[config.mk]
export PLATFORM = sky130hd
export DESIGN_NAME = sop_logic_array
export DESIGN_NICKNAME = d
export VERILOG_FILES = /design/src/sop_pkg.sv /design/src/sop_array_if.sv /design/src/sop_and_or_plane.sv /design/src/sop_logic_array.sv
export SDC_FILE = /design/constraint.sdc
export NUM_CORES = 2
export LEC_CHECK = 0
export ABC_AREA = 1
export CAP_MARGIN = 40
export CORE_MARGIN = 4
export CORE_UTILIZATION = 30
export CTS_CLUSTER_DIAMETER = 80
export CTS_CLUSTER_SIZE = 25
export DETAILED_ROUTE_END_ITERATION = 7
export DONT_BUFFER_PORTS = 1
export PLACE_DENSITY = 0.42
export REMOVE_ABC_BUFFERS = 1
export SKIP_CTS_REPAIR_TIMING = 1
export SYNTH_ARGS = -nofsm -noshare
export SYNTH_HDL_FRONTEND = slang
export SYNTH_SLANG_ARGS = --single-unit
export TNS_END_PERCENT = 1
[constraint.sdc]
create_clock -name pclk -period 3 [get_ports pclk]
set_input_delay 0.3 -clock pclk [delete_from_list [all_inputs] [get_ports pclk]]
set_output_delay 0.3 -clock pclk [all_outputs]
set_load 0.05 [all_outputs]
[src/sop_pkg.sv]
package sop_pkg;

    // ********************************************************
    // Array geometry
    // ********************************************************
    localparam int SOP_N_IN = 16;
    localparam int SOP_N_LINE = 32;
    localparam int SOP_N_TERM = 64;
    localparam int SOP_N_CELL = 8;
    localparam int SOP_TERMS_PER_CELL = 8;
    localparam int SOP_N_DED = 8;
    localparam int SOP_N_PIN_IN = 18;

    // ********************************************************
    // Register offsets (byte addresses)
    // ********************************************************
    localparam logic [11:0] SOP_CELL_BASE = 12'h000;
    localparam logic [11:0] SOP_CELL_LAST = 12'h0FC;
    localparam logic [11:0] SOP_MODE_OFS = 12'h100;
    localparam logic [11:0] SOP_MCFG_OFS = 12'h104;
    localparam logic [11:0] SOP_STAT_OFS = 12'h108;

    // ********************************************************
    // Field positions inside the macrocell configuration word
    // ********************************************************
    localparam int SOP_MCFG_IN_LSB = 0;
    localparam int SOP_MCFG_IO_LSB = 8;
    localparam int SOP_MCFG_POL_LSB = 16;

    // ********************************************************
    // Field positions inside the status word
    // ********************************************************
    localparam int SOP_STAT_Q_LSB = 0;
    localparam int SOP_STAT_OUT_LSB = 8;
    localparam int SOP_STAT_OE_LSB = 16;
    localparam int SOP_STAT_CLK_BIT = 24;
    localparam int SOP_STAT_GATE_BIT = 25;

    // ********************************************************
    // Values after reset
    // ********************************************************
    localparam logic [31:0] SOP_CELL_RST = 32'h0000_0000;
    localparam logic [7:0] SOP_IN_SEL_RST = 8'h00;
    localparam logic [7:0] SOP_IO_SEL_RST = 8'h00;
    localparam logic [7:0] SOP_POL_RST = 8'h00;
    localparam logic [7:0] SOP_Q_RST = 8'h00;

    // Macrocells whose feedback lines carry the two spare pins
    localparam int SOP_MID_LO = 3;
    localparam int SOP_MID_HI = 4;
    localparam int SOP_OUTER_LO = 0;
    localparam int SOP_OUTER_HI = 7;

    // ********************************************************
    // Architecture modes
    // ********************************************************
    typedef enum logic [1:0] {
        SOP_SIMPLE_COMBINATORIAL_MODE = 2'b00,
        SOP_REGISTERED_EMULATION_MODE = 2'b01,
        SOP_MEDIUM_COMBINATORIAL_MODE = 2'b10
    } sop_mode_t;

    localparam sop_mode_t SOP_MODE_RST = SOP_SIMPLE_COMBINATORIAL_MODE;

endpackage : sop_pkg
[src/sop_array_if.sv]
`timescale 1ns/100ps
interface sop_array_if;
    logic [15:0] lines;
    logic [63:0][31:0] cells;
    logic [7:0] sum_all;
    logic [7:0] sum_rest;
    logic [7:0] term_first;

    modport plane (
        input lines,
        input cells,
        output sum_all,
        output sum_rest,
        output term_first
    );

    modport user (
        output lines,
        output cells,
        input sum_all,
        input sum_rest,
        input term_first
    );
endinterface : sop_array_if

[src/sop_and_or_plane.sv]
`timescale 1ns/100ps
module sop_and_or_plane
    import sop_pkg::*;
(
    // Array side
    sop_array_if.plane arr
);

    logic [SOP_N_LINE-1:0] lit;
    logic [SOP_N_TERM-1:0] term;

    // ********************************************************
    // True and complement lines
    // ********************************************************
    // complementary input lines
    for (genvar i = 0; i < SOP_N_IN; i++) begin : g_lit
        assign lit[2*i] = arr.lines[i];
        assign lit[2*i+1] = ~arr.lines[i];
    end

    // ********************************************************
    // Product terms
    // ********************************************************
    // A cleared cell bit masks its line out, so an empty term is true
    for (genvar t = 0; t < SOP_N_TERM; t++) begin : g_term
        assign term[t] = &(lit | ~arr.cells[t]);
    end

    // ********************************************************
    // OR groups
    // ********************************************************
    for (genvar k = 0; k < SOP_N_CELL; k++) begin : g_grp
        assign arr.sum_all[k] = |term[k*SOP_TERMS_PER_CELL +: SOP_TERMS_PER_CELL];
        assign arr.sum_rest[k] = |term[k*SOP_TERMS_PER_CELL+1 +: SOP_TERMS_PER_CELL-1];
        assign arr.term_first[k] = term[k*SOP_TERMS_PER_CELL];
    end

endmodule : sop_and_or_plane

[src/sop_logic_array.sv]
`timescale 1ns/100ps
module sop_logic_array
    import sop_pkg::*;
#(
    parameter int ADDR_W = 12
) (
    // Clock, reset, enable
    input wire logic pclk,
    input wire logic presetn,
    input wire logic ce,
    // APB slave
    input wire logic psel,
    input wire logic penable,
    input wire logic pwrite,
    input wire logic [ADDR_W-1:0] paddr,
    input wire logic [31:0] pwdata,
    output logic [31:0] prdata,
    output logic pready,
    output logic pslverr,
    // Dedicated pins
    input wire logic clk_or_in_pin,
    input wire logic gate_n_or_in_pin,
    input wire logic [SOP_N_DED-1:0] ded_in,
    // Macrocell pins
    input wire logic [SOP_N_CELL-1:0] cell_pin_in,
    output logic [SOP_N_CELL-1:0] cell_pin_out,
    output logic [SOP_N_CELL-1:0] cell_pin_oe
);

    // ********************************************************
    // Declarations
    // ********************************************************
    sop_array_if arr ();

    logic [SOP_N_PIN_IN-1:0] pin_raw;
    logic [SOP_N_PIN_IN-1:0] sync1_r;
    logic [SOP_N_PIN_IN-1:0] sync2_r;
    logic clk_s;
    logic gate_n_s;
    logic [SOP_N_DED-1:0] ded_s;
    logic [SOP_N_CELL-1:0] cell_in_s;

    logic [63:0][31:0] cell_r;
    sop_mode_t mode_r;
    logic [7:0] in_sel_r;
    logic [7:0] io_sel_r;
    logic [7:0] pol_r;
    logic [SOP_N_CELL-1:0] q_r;
    logic [SOP_N_CELL-1:0] q_nxt;
    logic clk_prev_r;
    logic clk_armed_r;
    logic clk_rise;

    logic [SOP_N_CELL-1:0] is_reg;
    logic [SOP_N_CELL-1:0] is_in;
    logic [SOP_N_CELL-1:0] use_oe_term;
    logic [SOP_N_CELL-1:0] func;
    logic [SOP_N_CELL-1:0] func_pol;
    logic [SOP_N_CELL-1:0] feed;
    logic [SOP_N_CELL-1:0] out_nxt;
    logic [SOP_N_CELL-1:0] oe_nxt;

    logic setup_ph;
    logic wr_acc;
    logic [ADDR_W-1:0] word_addr;
    logic [31:0] rd_nxt;
    logic rd_err;
    logic [31:0] stat_word;
    logic ans_r;

    // ********************************************************
    // Pin synchronisers
    // ********************************************************
    assign pin_raw = {cell_pin_in, ded_in, gate_n_or_in_pin, clk_or_in_pin};

    // Pins are sampled on enabled edges only, so a pulse shorter than one
    // enabled cycle may be lost
    always_ff @(posedge pclk or negedge presetn) begin
        if (!presetn) begin
            sync1_r <= '0;
            sync2_r <= '0;
        end else if (ce) begin
            sync1_r <= pin_raw;
            sync2_r <= sync1_r;
        end
    end

    assign clk_s = sync2_r[0];
    assign gate_n_s = sync2_r[1];
    assign ded_s = sync2_r[2 +: SOP_N_DED];
    assign cell_in_s = sync2_r[2+SOP_N_DED +: SOP_N_CELL];

    // ********************************************************
    // Clock pin edge detect
    // ********************************************************
    // Armed after one sample past reset; the synchronisers reset low, so a pin
    // already high at release still shows as one rising edge two samples later
    always_ff @(posedge pclk or negedge presetn) begin
        if (!presetn) begin
            clk_prev_r <= 1'b0;
            clk_armed_r <= 1'b0;
        end else if (ce) begin
            clk_prev_r <= clk_s;
            clk_armed_r <= 1'b1;
        end
    end

    assign clk_rise = clk_armed_r & clk_s & ~clk_prev_r;

    // ********************************************************
    // Macrocell configuration
    // ********************************************************
    always_comb begin
        for (int k = 0; k < SOP_N_CELL; k++) begin
            is_reg[k] = (mode_r == SOP_REGISTERED_EMULATION_MODE) && !io_sel_r[k];
            is_in[k] = (mode_r == SOP_SIMPLE_COMBINATORIAL_MODE) && in_sel_r[k]
                && (k != SOP_MID_LO) && (k != SOP_MID_HI);
            use_oe_term[k] = ((mode_r == SOP_REGISTERED_EMULATION_MODE) && io_sel_r[k])
                || (mode_r == SOP_MEDIUM_COMBINATORIAL_MODE);
            func[k] = use_oe_term[k] ? arr.sum_rest[k] : arr.sum_all[k];
            func_pol[k] = pol_r[k] ? func[k] : ~func[k];
        end
    end

    // ********************************************************
    // Array input lines
    // ********************************************************
    always_comb begin
        for (int k = 0; k < SOP_N_CELL; k++) begin
            feed[k] = is_reg[k] ? q_r[k] : cell_in_s[k];
        end
        // Cells with no pin feedback of their own in this mode lend their
        // lines to the two spare pins
        // spare pins as inputs
        if (mode_r == SOP_SIMPLE_COMBINATORIAL_MODE) begin
            feed[SOP_MID_LO] = clk_s;
            feed[SOP_MID_HI] = gate_n_s;
        end else if (mode_r == SOP_MEDIUM_COMBINATORIAL_MODE) begin
            feed[SOP_OUTER_LO] = clk_s;
            feed[SOP_OUTER_HI] = gate_n_s;
        end
    end

    assign arr.lines = {feed, ded_s};
    assign arr.cells = cell_r;

    sop_and_or_plane i_sop_and_or_plane (
        .arr (arr.plane)
    );

    // ********************************************************
    // Macrocell flip-flops
    // ********************************************************
    always_comb begin
        for (int k = 0; k < SOP_N_CELL; k++) begin
            q_nxt[k] = pol_r[k] ? ~func[k] : func[k];
        end
    end

    always_ff @(posedge pclk or negedge presetn) begin
        if (!presetn) begin
            q_r <= SOP_Q_RST;
        end else if (ce && clk_rise && mode_r == SOP_REGISTERED_EMULATION_MODE) begin
            for (int k = 0; k < SOP_N_CELL; k++) begin
                if (is_reg[k]) begin
                    q_r[k] <= q_nxt[k];
                end
            end
        end
    end

    // ********************************************************
    // Pin drivers
    // ********************************************************
    // The pin shows the inverse of the stored bit, so a cleared flop
    // drives high whichever polarity was chosen
    always_comb begin
        for (int k = 0; k < SOP_N_CELL; k++) begin
            if (is_reg[k]) begin
                out_nxt[k] = ~q_r[k];
                oe_nxt[k] = ~gate_n_s;
            end else if (is_in[k]) begin
                out_nxt[k] = 1'b0;
                oe_nxt[k] = 1'b0;
            end else begin
                out_nxt[k] = func_pol[k];
                oe_nxt[k] = use_oe_term[k] ? arr.term_first[k] : 1'b1;
            end
        end
    end

    always_ff @(posedge pclk or negedge presetn) begin
        if (!presetn) begin
            cell_pin_out <= '0;
            cell_pin_oe <= '0;
        end else if (ce) begin
            cell_pin_out <= out_nxt;
            cell_pin_oe <= oe_nxt;
        end
    end

    // ********************************************************
    // APB decode
    // ********************************************************
    // Zero wait states once the answer is latched; a low enable stalls the
    // bus with the rest, and a setup edge lost to it costs one wait state
    assign pready = ce && ans_r;
    assign setup_ph = psel && !ans_r;
    assign wr_acc = psel && penable && pwrite && pready;
    assign word_addr = {paddr[ADDR_W-1:2], 2'b00};

    always_comb begin
        stat_word = '0;
        stat_word[SOP_STAT_Q_LSB +: SOP_N_CELL] = q_r;
        stat_word[SOP_STAT_OUT_LSB +: SOP_N_CELL] = cell_pin_out;
        stat_word[SOP_STAT_OE_LSB +: SOP_N_CELL] = cell_pin_oe;
        stat_word[SOP_STAT_CLK_BIT] = clk_s;
        stat_word[SOP_STAT_GATE_BIT] = gate_n_s;
    end

    always_comb begin
        rd_nxt = '0;
        rd_err = 1'b0;
        if (word_addr <= SOP_CELL_LAST) begin
            rd_nxt = cell_r[word_addr[7:2]];
        end else if (word_addr == SOP_MODE_OFS) begin
            rd_nxt = {30'h0000_0000, mode_r};
        end else if (word_addr == SOP_MCFG_OFS) begin
            rd_nxt = {8'h00, pol_r, io_sel_r, in_sel_r};
        end else if (word_addr == SOP_STAT_OFS) begin
            rd_nxt = stat_word;
        end else begin
            rd_err = 1'b1;
        end
    end

    // Answer is prepared in the setup cycle and held through the access
    always_ff @(posedge pclk or negedge presetn) begin
        if (!presetn) begin
            prdata <= '0;
            pslverr <= 1'b0;
        end else if (ce && setup_ph) begin
            prdata <= pwrite ? 32'h0000_0000 : rd_nxt;
            pslverr <= rd_err;
        end
    end

    // Set when the answer is latched, cleared as the access completes;
    // without it a stalled setup edge would hand back stale read data
    always_ff @(posedge pclk or negedge presetn) begin
        if (!presetn) begin
            ans_r <= 1'b0;
        end else if (ce && psel && !ans_r) begin
            ans_r <= 1'b1;
        end else if (ce && psel && penable) begin
            ans_r <= 1'b0;
        end
    end

    // ********************************************************
    // Connection cells
    // ********************************************************
    // Writes land only on the completing access edge, never twice per access
    always_ff @(posedge pclk or negedge presetn) begin
        if (!presetn) begin
            cell_r <= {SOP_N_TERM{SOP_CELL_RST}};
        end else if (wr_acc && word_addr <= SOP_CELL_LAST) begin
            cell_r[word_addr[7:2]] <= pwdata;
        end
    end

    // ********************************************************
    // Architecture registers
    // ********************************************************
    // Leaving registered mode keeps the flop contents for a later return
    always_ff @(posedge pclk or negedge presetn) begin
        if (!presetn) begin
            mode_r <= SOP_MODE_RST;
        end else if (wr_acc && word_addr == SOP_MODE_OFS) begin
            case (pwdata[1:0])
                2'b00: mode_r <= SOP_SIMPLE_COMBINATORIAL_MODE;
                2'b01: mode_r <= SOP_REGISTERED_EMULATION_MODE;
                2'b10: mode_r <= SOP_MEDIUM_COMBINATORIAL_MODE;
                default: mode_r <= mode_r;
            endcase
        end
    end

    always_ff @(posedge pclk or negedge presetn) begin
        if (!presetn) begin
            in_sel_r <= SOP_IN_SEL_RST;
            io_sel_r <= SOP_IO_SEL_RST;
            pol_r <= SOP_POL_RST;
        end else if (wr_acc && word_addr == SOP_MCFG_OFS) begin
            in_sel_r <= pwdata[SOP_MCFG_IN_LSB +: 8];
            io_sel_r <= pwdata[SOP_MCFG_IO_LSB +: 8];
            pol_r <= pwdata[SOP_MCFG_POL_LSB +: 8];
        end
    end

endmodule : sop_logic_array

# Word-level counts from Yosys, hierarchy flattened
# Cells that the tools add are included.
[word_totals] regBits=2170 in_bits=68 output_inout_bits=50 wordCells=496
[classes] n_bitwise=164 n_reduce_logical=147 eq_ne=7 n_lt_le_gt_ge=3 muxes=90
[ops] cell="bitwise mux 2048 bit" count=1
[ops] cell="inverter 32 bit" count=64
[ops] cell="bitwise OR 32 bit" count=64
[ops] cell="AND reduction 32 bit" count=64
[ops] cell="binary-select mux 32 bit (select 6 bit)" count=1
[ops] cell="demux 32 bit (select 6 bit)" count=1
[ops] cell="two-way mux 32 bit" count=4
[ops] cell="two-way mux 1 bit" count=78
[ops] cell="two-way mux 26 bit" count=3
[ops] cell="OR reduction 8 bit" count=8
[ops] cell="OR reduction 7 bit" count=8
[ops] cell="logical AND 1 bit" count=37
[ops] cell="inverter 1 bit" count=34
[ops] cell="== test 10 x 7 -> 1 bit (second input constant)" count=3
[ops] cell="AND reduction 2 bit" count=9
[ops] cell="less-or-equal comparator 12 x 8 -> 1 bit (second input constant)" count=1
[ops] cell="logical NOT 1 bit" count=9
[ops] cell="logical OR 1 bit" count=8
[ops] cell="< comparator 6 x 7 -> 1 bit (second input constant)" count=1
[ops] cell="greater-or-equal comparator 6 x 1 -> 1 bit (second input constant)" count=1
[ops] cell="case mux 2 bit (3 select lines)" count=1
[ops] cell="== test 2 x 1 -> 1 bit (second input constant)" count=2
[ops] cell="== test 2 bit (second input constant)" count=2
[ops] cell="logical NOT 2 bit" count=2
[ops] cell="other kinds (4)" count=5

# Logic depth before layout (Yosys ltp)
[depth] ltp_word=14 mapped_depth=20 ltp_nobuf=18

# Cells and area by module
# Synthesis repeated with hierarchy kept, for this count alone.
[unflattened] cells_unflattened=16767 hier_area_um2=114160.7
[by_module_without_submodules] module="sop_logic_array" area_per_inst_um2=97110.6 seq_area_each_um2=54302.1 cells_per_inst=12423 instances=1
[by_module_without_submodules] module="sop_and_or_plane" area_per_inst_um2=17050.1 seq_area_each_um2=0.0 cells_per_inst=4344 instances=1

# Least setup slack after synthesis
# Ideal clock, no wire load.
[synth_path] path_type="register -> register" from="reg mode_r[1]" to="reg q_r[2]" required_ps=2873 arrival_ps=2062 stages_incl_launch_ff=19 n_path_buf=2 period_less_slack_ps=2189 path_slack_ps=811 setup_time_ps=127 path_cell_list="dfrtp_1 -> inv_2 -> buf_6 -> nand2_2 -> inv_1 -> nand2_1 -> nand2_2 -> buf_1 -> nand2_1 -> o21ai_0 -> nor2_1 -> nand3_1 -> nand2_1 -> nor2_1 -> nand3_1 -> nand2_1 -> nand2_1 -> nand2_1 -> o21ai_0"
[synth_via] elab_chain_cells=12 word_cells_on_any_way=57 cone_classes="eq/ne: 2; mux: 15; bitwise: 17; reduce/logical: 23"
[synth_rtl] item="from (decl)" line_no="sop_logic_array.sv:44" rtl="sop_mode_t mode_r;"
[synth_rtl] item="from (signal assigned)" line_no="sop_logic_array.sv:284" rtl="default: mode_r <= mode_r;"
[synth_rtl] item="== test 2 x 1 -> 1 bit" line_no="sop_logic_array.sv:115, sop_logic_array.sv:118, sop_logic_array.sv:163"
[synth_rtl] item="logical AND 1 bit" line_no="sop_logic_array.sv:115" rtl="is_reg[k] = (mode_r == SOP_REGISTERED_EMULATION_MODE) && !io_sel_r[k];"
[synth_rtl] item="two-way mux 1 bit" line_no="sop_logic_array.sv:130" rtl="feed[k] = is_reg[k] ? q_r[k] : cell_in_s[k];"
[synth_rtl] item="two-way mux 1 bit" line_no="sop_logic_array.sv:138" rtl="end else if (mode_r == SOP_MEDIUM_COMBINATORIAL_MODE) begin"
[synth_rtl] item="two-way mux 1 bit" line_no="sop_logic_array.sv:135" rtl="if (mode_r == SOP_SIMPLE_COMBINATORIAL_MODE) begin"
[synth_rtl] item="inverter 1 bit" line_no="sop_and_or_plane.sv:18" rtl="assign lit[2*i+1] = ~arr.lines[i];"
[synth_rtl] item="bitwise OR 32 bit" line_no="sop_and_or_plane.sv:26" rtl="assign term[t] = &(lit | ~arr.cells[t]);"
[synth_rtl] item="AND reduction 32 bit" line_no="sop_and_or_plane.sv:26"
[synth_rtl] item="OR reduction 8 bit / OR reduction 7 bit (equally long branches)" line_no="sop_and_or_plane.sv:33, sop_and_or_plane.sv:34"
[synth_rtl] item="two-way mux 1 bit" line_no="sop_logic_array.sv:120" rtl="func[k] = use_oe_term[k] ? arr.sum_rest[k] : arr.sum_all[k];"
[synth_rtl] item="inverter 1 bit" line_no="sop_logic_array.sv:156" rtl="q_nxt[k] = pol_r[k] ? ~func[k] : func[k];"
[synth_rtl] item="two-way mux 1 bit" line_no="sop_logic_array.sv:156"
[synth_rtl] item="to (signal, indexed assignment)" line_no="sop_logic_array.sv:166" rtl="q_r[k] <= q_nxt[k];"
[synth_rtl] item="to (decl)" line_no="sop_logic_array.sv:48" rtl="logic [SOP_N_CELL-1:0] q_r;"
# Several ways; a longest one is shown, not always the timed one.
# A chain may end at the register's enable or synchronous reset.

# Final worst setup path
[layout_path] from="in paddr[4]" to="reg prdata[19]"
[layout_via] elab_chain_cells=6 word_cells_on_any_way=11 cone_classes="order compare: 1; eq/ne: 3; mux: 7"
[layout_rtl] item="from (decl)" line_no="sop_logic_array.sv:15" rtl="input wire logic [ADDR_W-1:0] paddr,"
[layout_rtl] item="branches (longest 4 deep; another with binary-select mux 32 bit (select 6 bit))"
[layout_rtl] item="two-way mux 32 bit *" line_no="sop_logic_array.sv:224" rtl="if (word_addr <= SOP_CELL_LAST) begin"
[layout_rtl] item="two-way mux 32 bit *" line_no="sop_logic_array.sv:243" rtl="prdata <= pwrite ? 32'h0000_0000 : rd_nxt;"
[layout_rtl] item="to (signal assigned)" line_no="sop_logic_array.sv:243"
[layout_rtl] item="to (decl)" line_no="sop_logic_array.sv:17" rtl="output logic [31:0] prdata,"
# Mark *: on every way between the ends. The select of a mux whose other input is x is not followed.

==> metrics.md <==
| Metric | Value |
|---|---|
| Detailed-route DRC error count | `0` |
| Die height | `610 um` |
| Die width | `610 um` |
| Routed Antenna Nets | `0` |
| Critical path type | `in -> reg` |
| Largest family of logic cells by synthesized area | `simple AND/OR/NAND/NOR gates` |
| Netlist area before placement | `0.109 sq mm` |
| Slew Limit Fails | `0` |
| Clock Path Buffers | `4` |
| Fmax | `321 MHz` |
| Port buffer count | `0` |
| CP cell instances | `inv_8 > nor2_1 > nand2_4 > buf_4 > buf_4 > buf_4 > buf_4 > o22ai_1 > a21oi_1 > o211ai_1 > nand2_1 > nand2_1 > a31oi_1 > a21oi_1 > o21ai_0` |
| Area share of fa/ha/maj cells after synthesis | `0%` |
| Initial antenna violation count | `43` |
| HPWL Detailed | `424000 um` |
| Leak | `59.3 nW` |
| Final WL | `588000 um` |
| Number of fill cells in the layout | `38400` |
| Via-to-Cell Ratio | `5.47` |
| Peak supply drop | `0.346 mV` |
| Simple-gate portion of the synthesized area | `24.0%` |
| Mux share of post-synthesis cell area | `0.00921%` |
| Worst-margin pin slew | `1.12 ns` |
| Inst Count DP | `19300` |
| Routed vias | `108000` |
| Initial DRC count | `13600` |
| Ys Warns | `0` |
| Post-route cell area | `0.130 sq mm` |
| Clock Skew | `0.0647 ns` |
| Flops & latches, synth | `2170` |
| Buf+Inv Stages, Crit Path | `5` |
| DRT met1 WL | `257000 um` |
| Final Hold Violating Endpoints | `0` |
| Final min period | `3.12 ns` |
| Crit share post-route | `104%` |
| CP endpoint kind | `flip-flop` |
| Pwr dens | `494 mW/mm^2` |
| XOR/XNOR Fraction of Synth Area | `0%` |
| Slew margin rel. | `25.5%` |
| Full die area | `0.372 sq mm` |
| CTS tree | `done` |
| Synthesized netlist cell count | `14500` |
| Final Setup Violations | `5` |
| Post-Syn Area per Cell | `7.51 sq um` |
| Largest net degree at the start of global routing | `223` |
| Rows | `220` |
| CP top delay family | `compound AO/OA/AOI/OAI gates` |
| Crit-path most repeated cell | `buf_4` |
| Layout cells sized above 1 | `12.2%` |
| Post-synthesis compound-gate area fraction | `19.8%` |
| Failing checks | `setup timing` |
| Ys async rst share | `100%` |
| Clock-pin slew of the registers on the worst-case setup and hold paths | `0.08 ns` |
| Slowest stage delay, CP | `0.72 ns` |
| Routed WL per cell | `29.9 um` |
| Critical Path RT | `3.82 ns` |
| Critical Path AT | `3.94 ns` |
| MaxCap Viol Count | `0` |
| Register area share after synthesis | `49.9%` |
| Detailed Routing Iterations Pass 1 | `8` |
| Crit Path Max Fanout | `222` |
| All-Layer GR Usage | `30.6%` |
| Area after DPL | `0.123 sq mm` |
| EDFF count, synth | `0` |
| P&R area growth vs syn | `19.7%` |
| Num CTS Buffers | `158` |
| Total grt overflow | `0` |
| Wire length on met2 | `258000 um` |
| Min-Delay Path Class | `in -> async` |
| Fin worst setup slack | `-0.120 ns` |
| Root Driver | `clkbuf_16` |
| Routed met3 length | `43000 um` |
| Worst skew pair latency | `0.92 ns` |
| First-pass GRT wire length | `818000 um` |
| H-tree Lvls | `4` |
| RD Place Congestion | `0.951` |
| Top Metal Used | `met5` |
| Ys flop type | `dfrtp_1` |
| Outcome | `finished, violations left` |
| Fin nets | `14800` |
| CP Launch Type | `input pin` |
| Finished Layout Cells | `19700` |
| Vias in the first global route | `101000` |
| Starting Density | `30.2%` |
| Max stage delay cell, worst path | `a31oi_1` |
| Netlist cell types | `56` |
| Core area | `0.360 sq mm` |
| Ports | `118` |
| RSZ-0062 raised after global routing | `yes` |
| Sink Count | `2170` |
==> cell usage in the layout, fill, tap and decap left out, drive strengths merged, types with 37 or more instances in the layout <==
cell type / synthesis / final
o22ai: 254 / 254
o221ai: 156 / 156
nor3: 37 / 37
buf: 172 / 1239
clkbuf: 997 / 190
nand4: 200 / 200
inv: 578 / 615
clkinv: 11 / 52
a22oi: 37 / 37
o21ai: 2948 / 2948
nand3: 351 / 351
nor2: 1124 / 1124
a21oi: 268 / 268
o31ai: 53 / 53
dlygate4sd3: 0 / 57
nand2: 4840 / 4840
dfrtp: 2170 / 2170
==> cells by family after synthesis <==
| family | Yosys count |
|---|---|
| compound gates | 3933 |
| buf+inv | 1758 |
| flops | 2170 |
| mux | 1 |
| simple gates | 6617 |
==> state kept, by name (all words and copies together), names as in the netlist <==
| register | count |
|---|---|
| arr.cells | 2048 |
| prdata | 32 |
| sync1_r | 18 |
| sync2_r | 18 |
| cell_pin_oe | 8 |
| cell_pin_out | 8 |
| in_sel_r | 8 |
| io_sel_r | 8 |
| pol_r | 8 |
| q_r | 8 |
| mode_r | 2 |
| ans_r | 1 |
| clk_armed_r | 1 |
| clk_prev_r | 1 |
| pslverr | 1 |
==> per-stage QoR <==
stage	hold WS (ns)	setup WS (ns)	setup TNS (ns)	utilization [%]	total power, mW
finish	0.0304	-0.120	-0.251	36.1	64.3
global route	0.0421	-0.0771	-0.617	36.1	66.0
CTS	-0.627	-0.176	-0.973	35.8	64.4
detailed placement	0.373	-0.613	-4.61	34.3	39.8
global placement	0.372	-0.904	-6.94	34.3	39.8
floorplan	0.00441	-8.92	-	-	33.2
==> cells in the mapped netlist, types with 8 or more instances <==
library cell	count	area (sq um)
buf_1	56	210
nand3b_1	16	120
a21oi_1	268	1340
o211ai_1	33	248
inv_1	567	2130
nand4_1	198	1240
nand3_1	345	1730
a21boi_0	9	67.6
or2_2	33	206
o41ai_1	9	78.8
nand2_1	4834	18100
nor2_1	1117	4190
clkinv_1	11	41.3
o21ai_1	115	576
inv_2	11	41.3
dfrtp_1	2170	54300
a31oi_1	12	75.1
o31ai_1	53	398
o22ai_1	254	1590
a22oi_1	37	278
o221ai_1	156	1370
buf_2	105	526
o21ai_0	2833	14200
o2111ai_1	20	175
a2111oi_0	18	158
a221oi_1	30	263
a22o_1	26	228
clkbuf_1	997	3740
nor3_1	33	165
o32ai_1	8	70.1
buf_4	10	75.1
a211oi_1	22	165
==> layer usage <==
layer / GRT usage [%] / vias up
met5: 0 / -
met3: 3.92 / 865
met2: 47.0 / 4706
li1: - / 48500
met4: 13.0 / 8
met1: 43.2 / 53500
==> power breakdown <==
| group | total, mW | switching, mW | internal (mW) | leakage (nW) |
|---|---|---|---|---|
| Combinational | 9.96 | 7.05 | 2.91 | 26.5 |
| Sequential | 29.7 | 0.296 | 29.4 | 30.1 |
| Clock | 24.7 | 13.1 | 11.6 | 2.69 |
==> cell type report <==
type | count | area [sq um] | share of cell area (%)
Sequential cell | 2170 | 54300 | 41.7
Multi-Input combinational cell | 10600 | 48300 | 37.1
Timing Repair Buffer | 1298 | 13700 | 10.5
Tap cell | 4773 | 5970 | 4.59
Clock buffer | 188 | 4370 | 3.35
Inverter | 589 | 2260 | 1.73
Clock inverter | 97 | 1160 | 0.891
Antenna cell | 19 | 47.5 | 0.0365
==> worst paths after layout <==
kind	startpoint	endpoint	slack, ns	cells past startpoint
max reg2reg	mode_r[0]$_DFFE_PN0P_	q_r[6]$_DFFE_PN0P_	-0.07	18
min reg2reg	clk_armed_r$_DFFE_PN0P_	clk_armed_r$_DFFE_PN0P_	0.46	2
max in group asynchronous	presetn	arr.cells[1252]$_DFFE_PN0P_	1.58	3
min	presetn	arr.cells[2020]$_DFFE_PN0P_	0.03	2
min in group pclk	cell_pin_in[6]	sync1_r[16]$_DFFE_PN0P_	0.06	3
max	paddr[4]	prdata[19]$_DFFE_PN0P_	-0.12	15
Note: power is estimated with default switching activity, not from simulation.
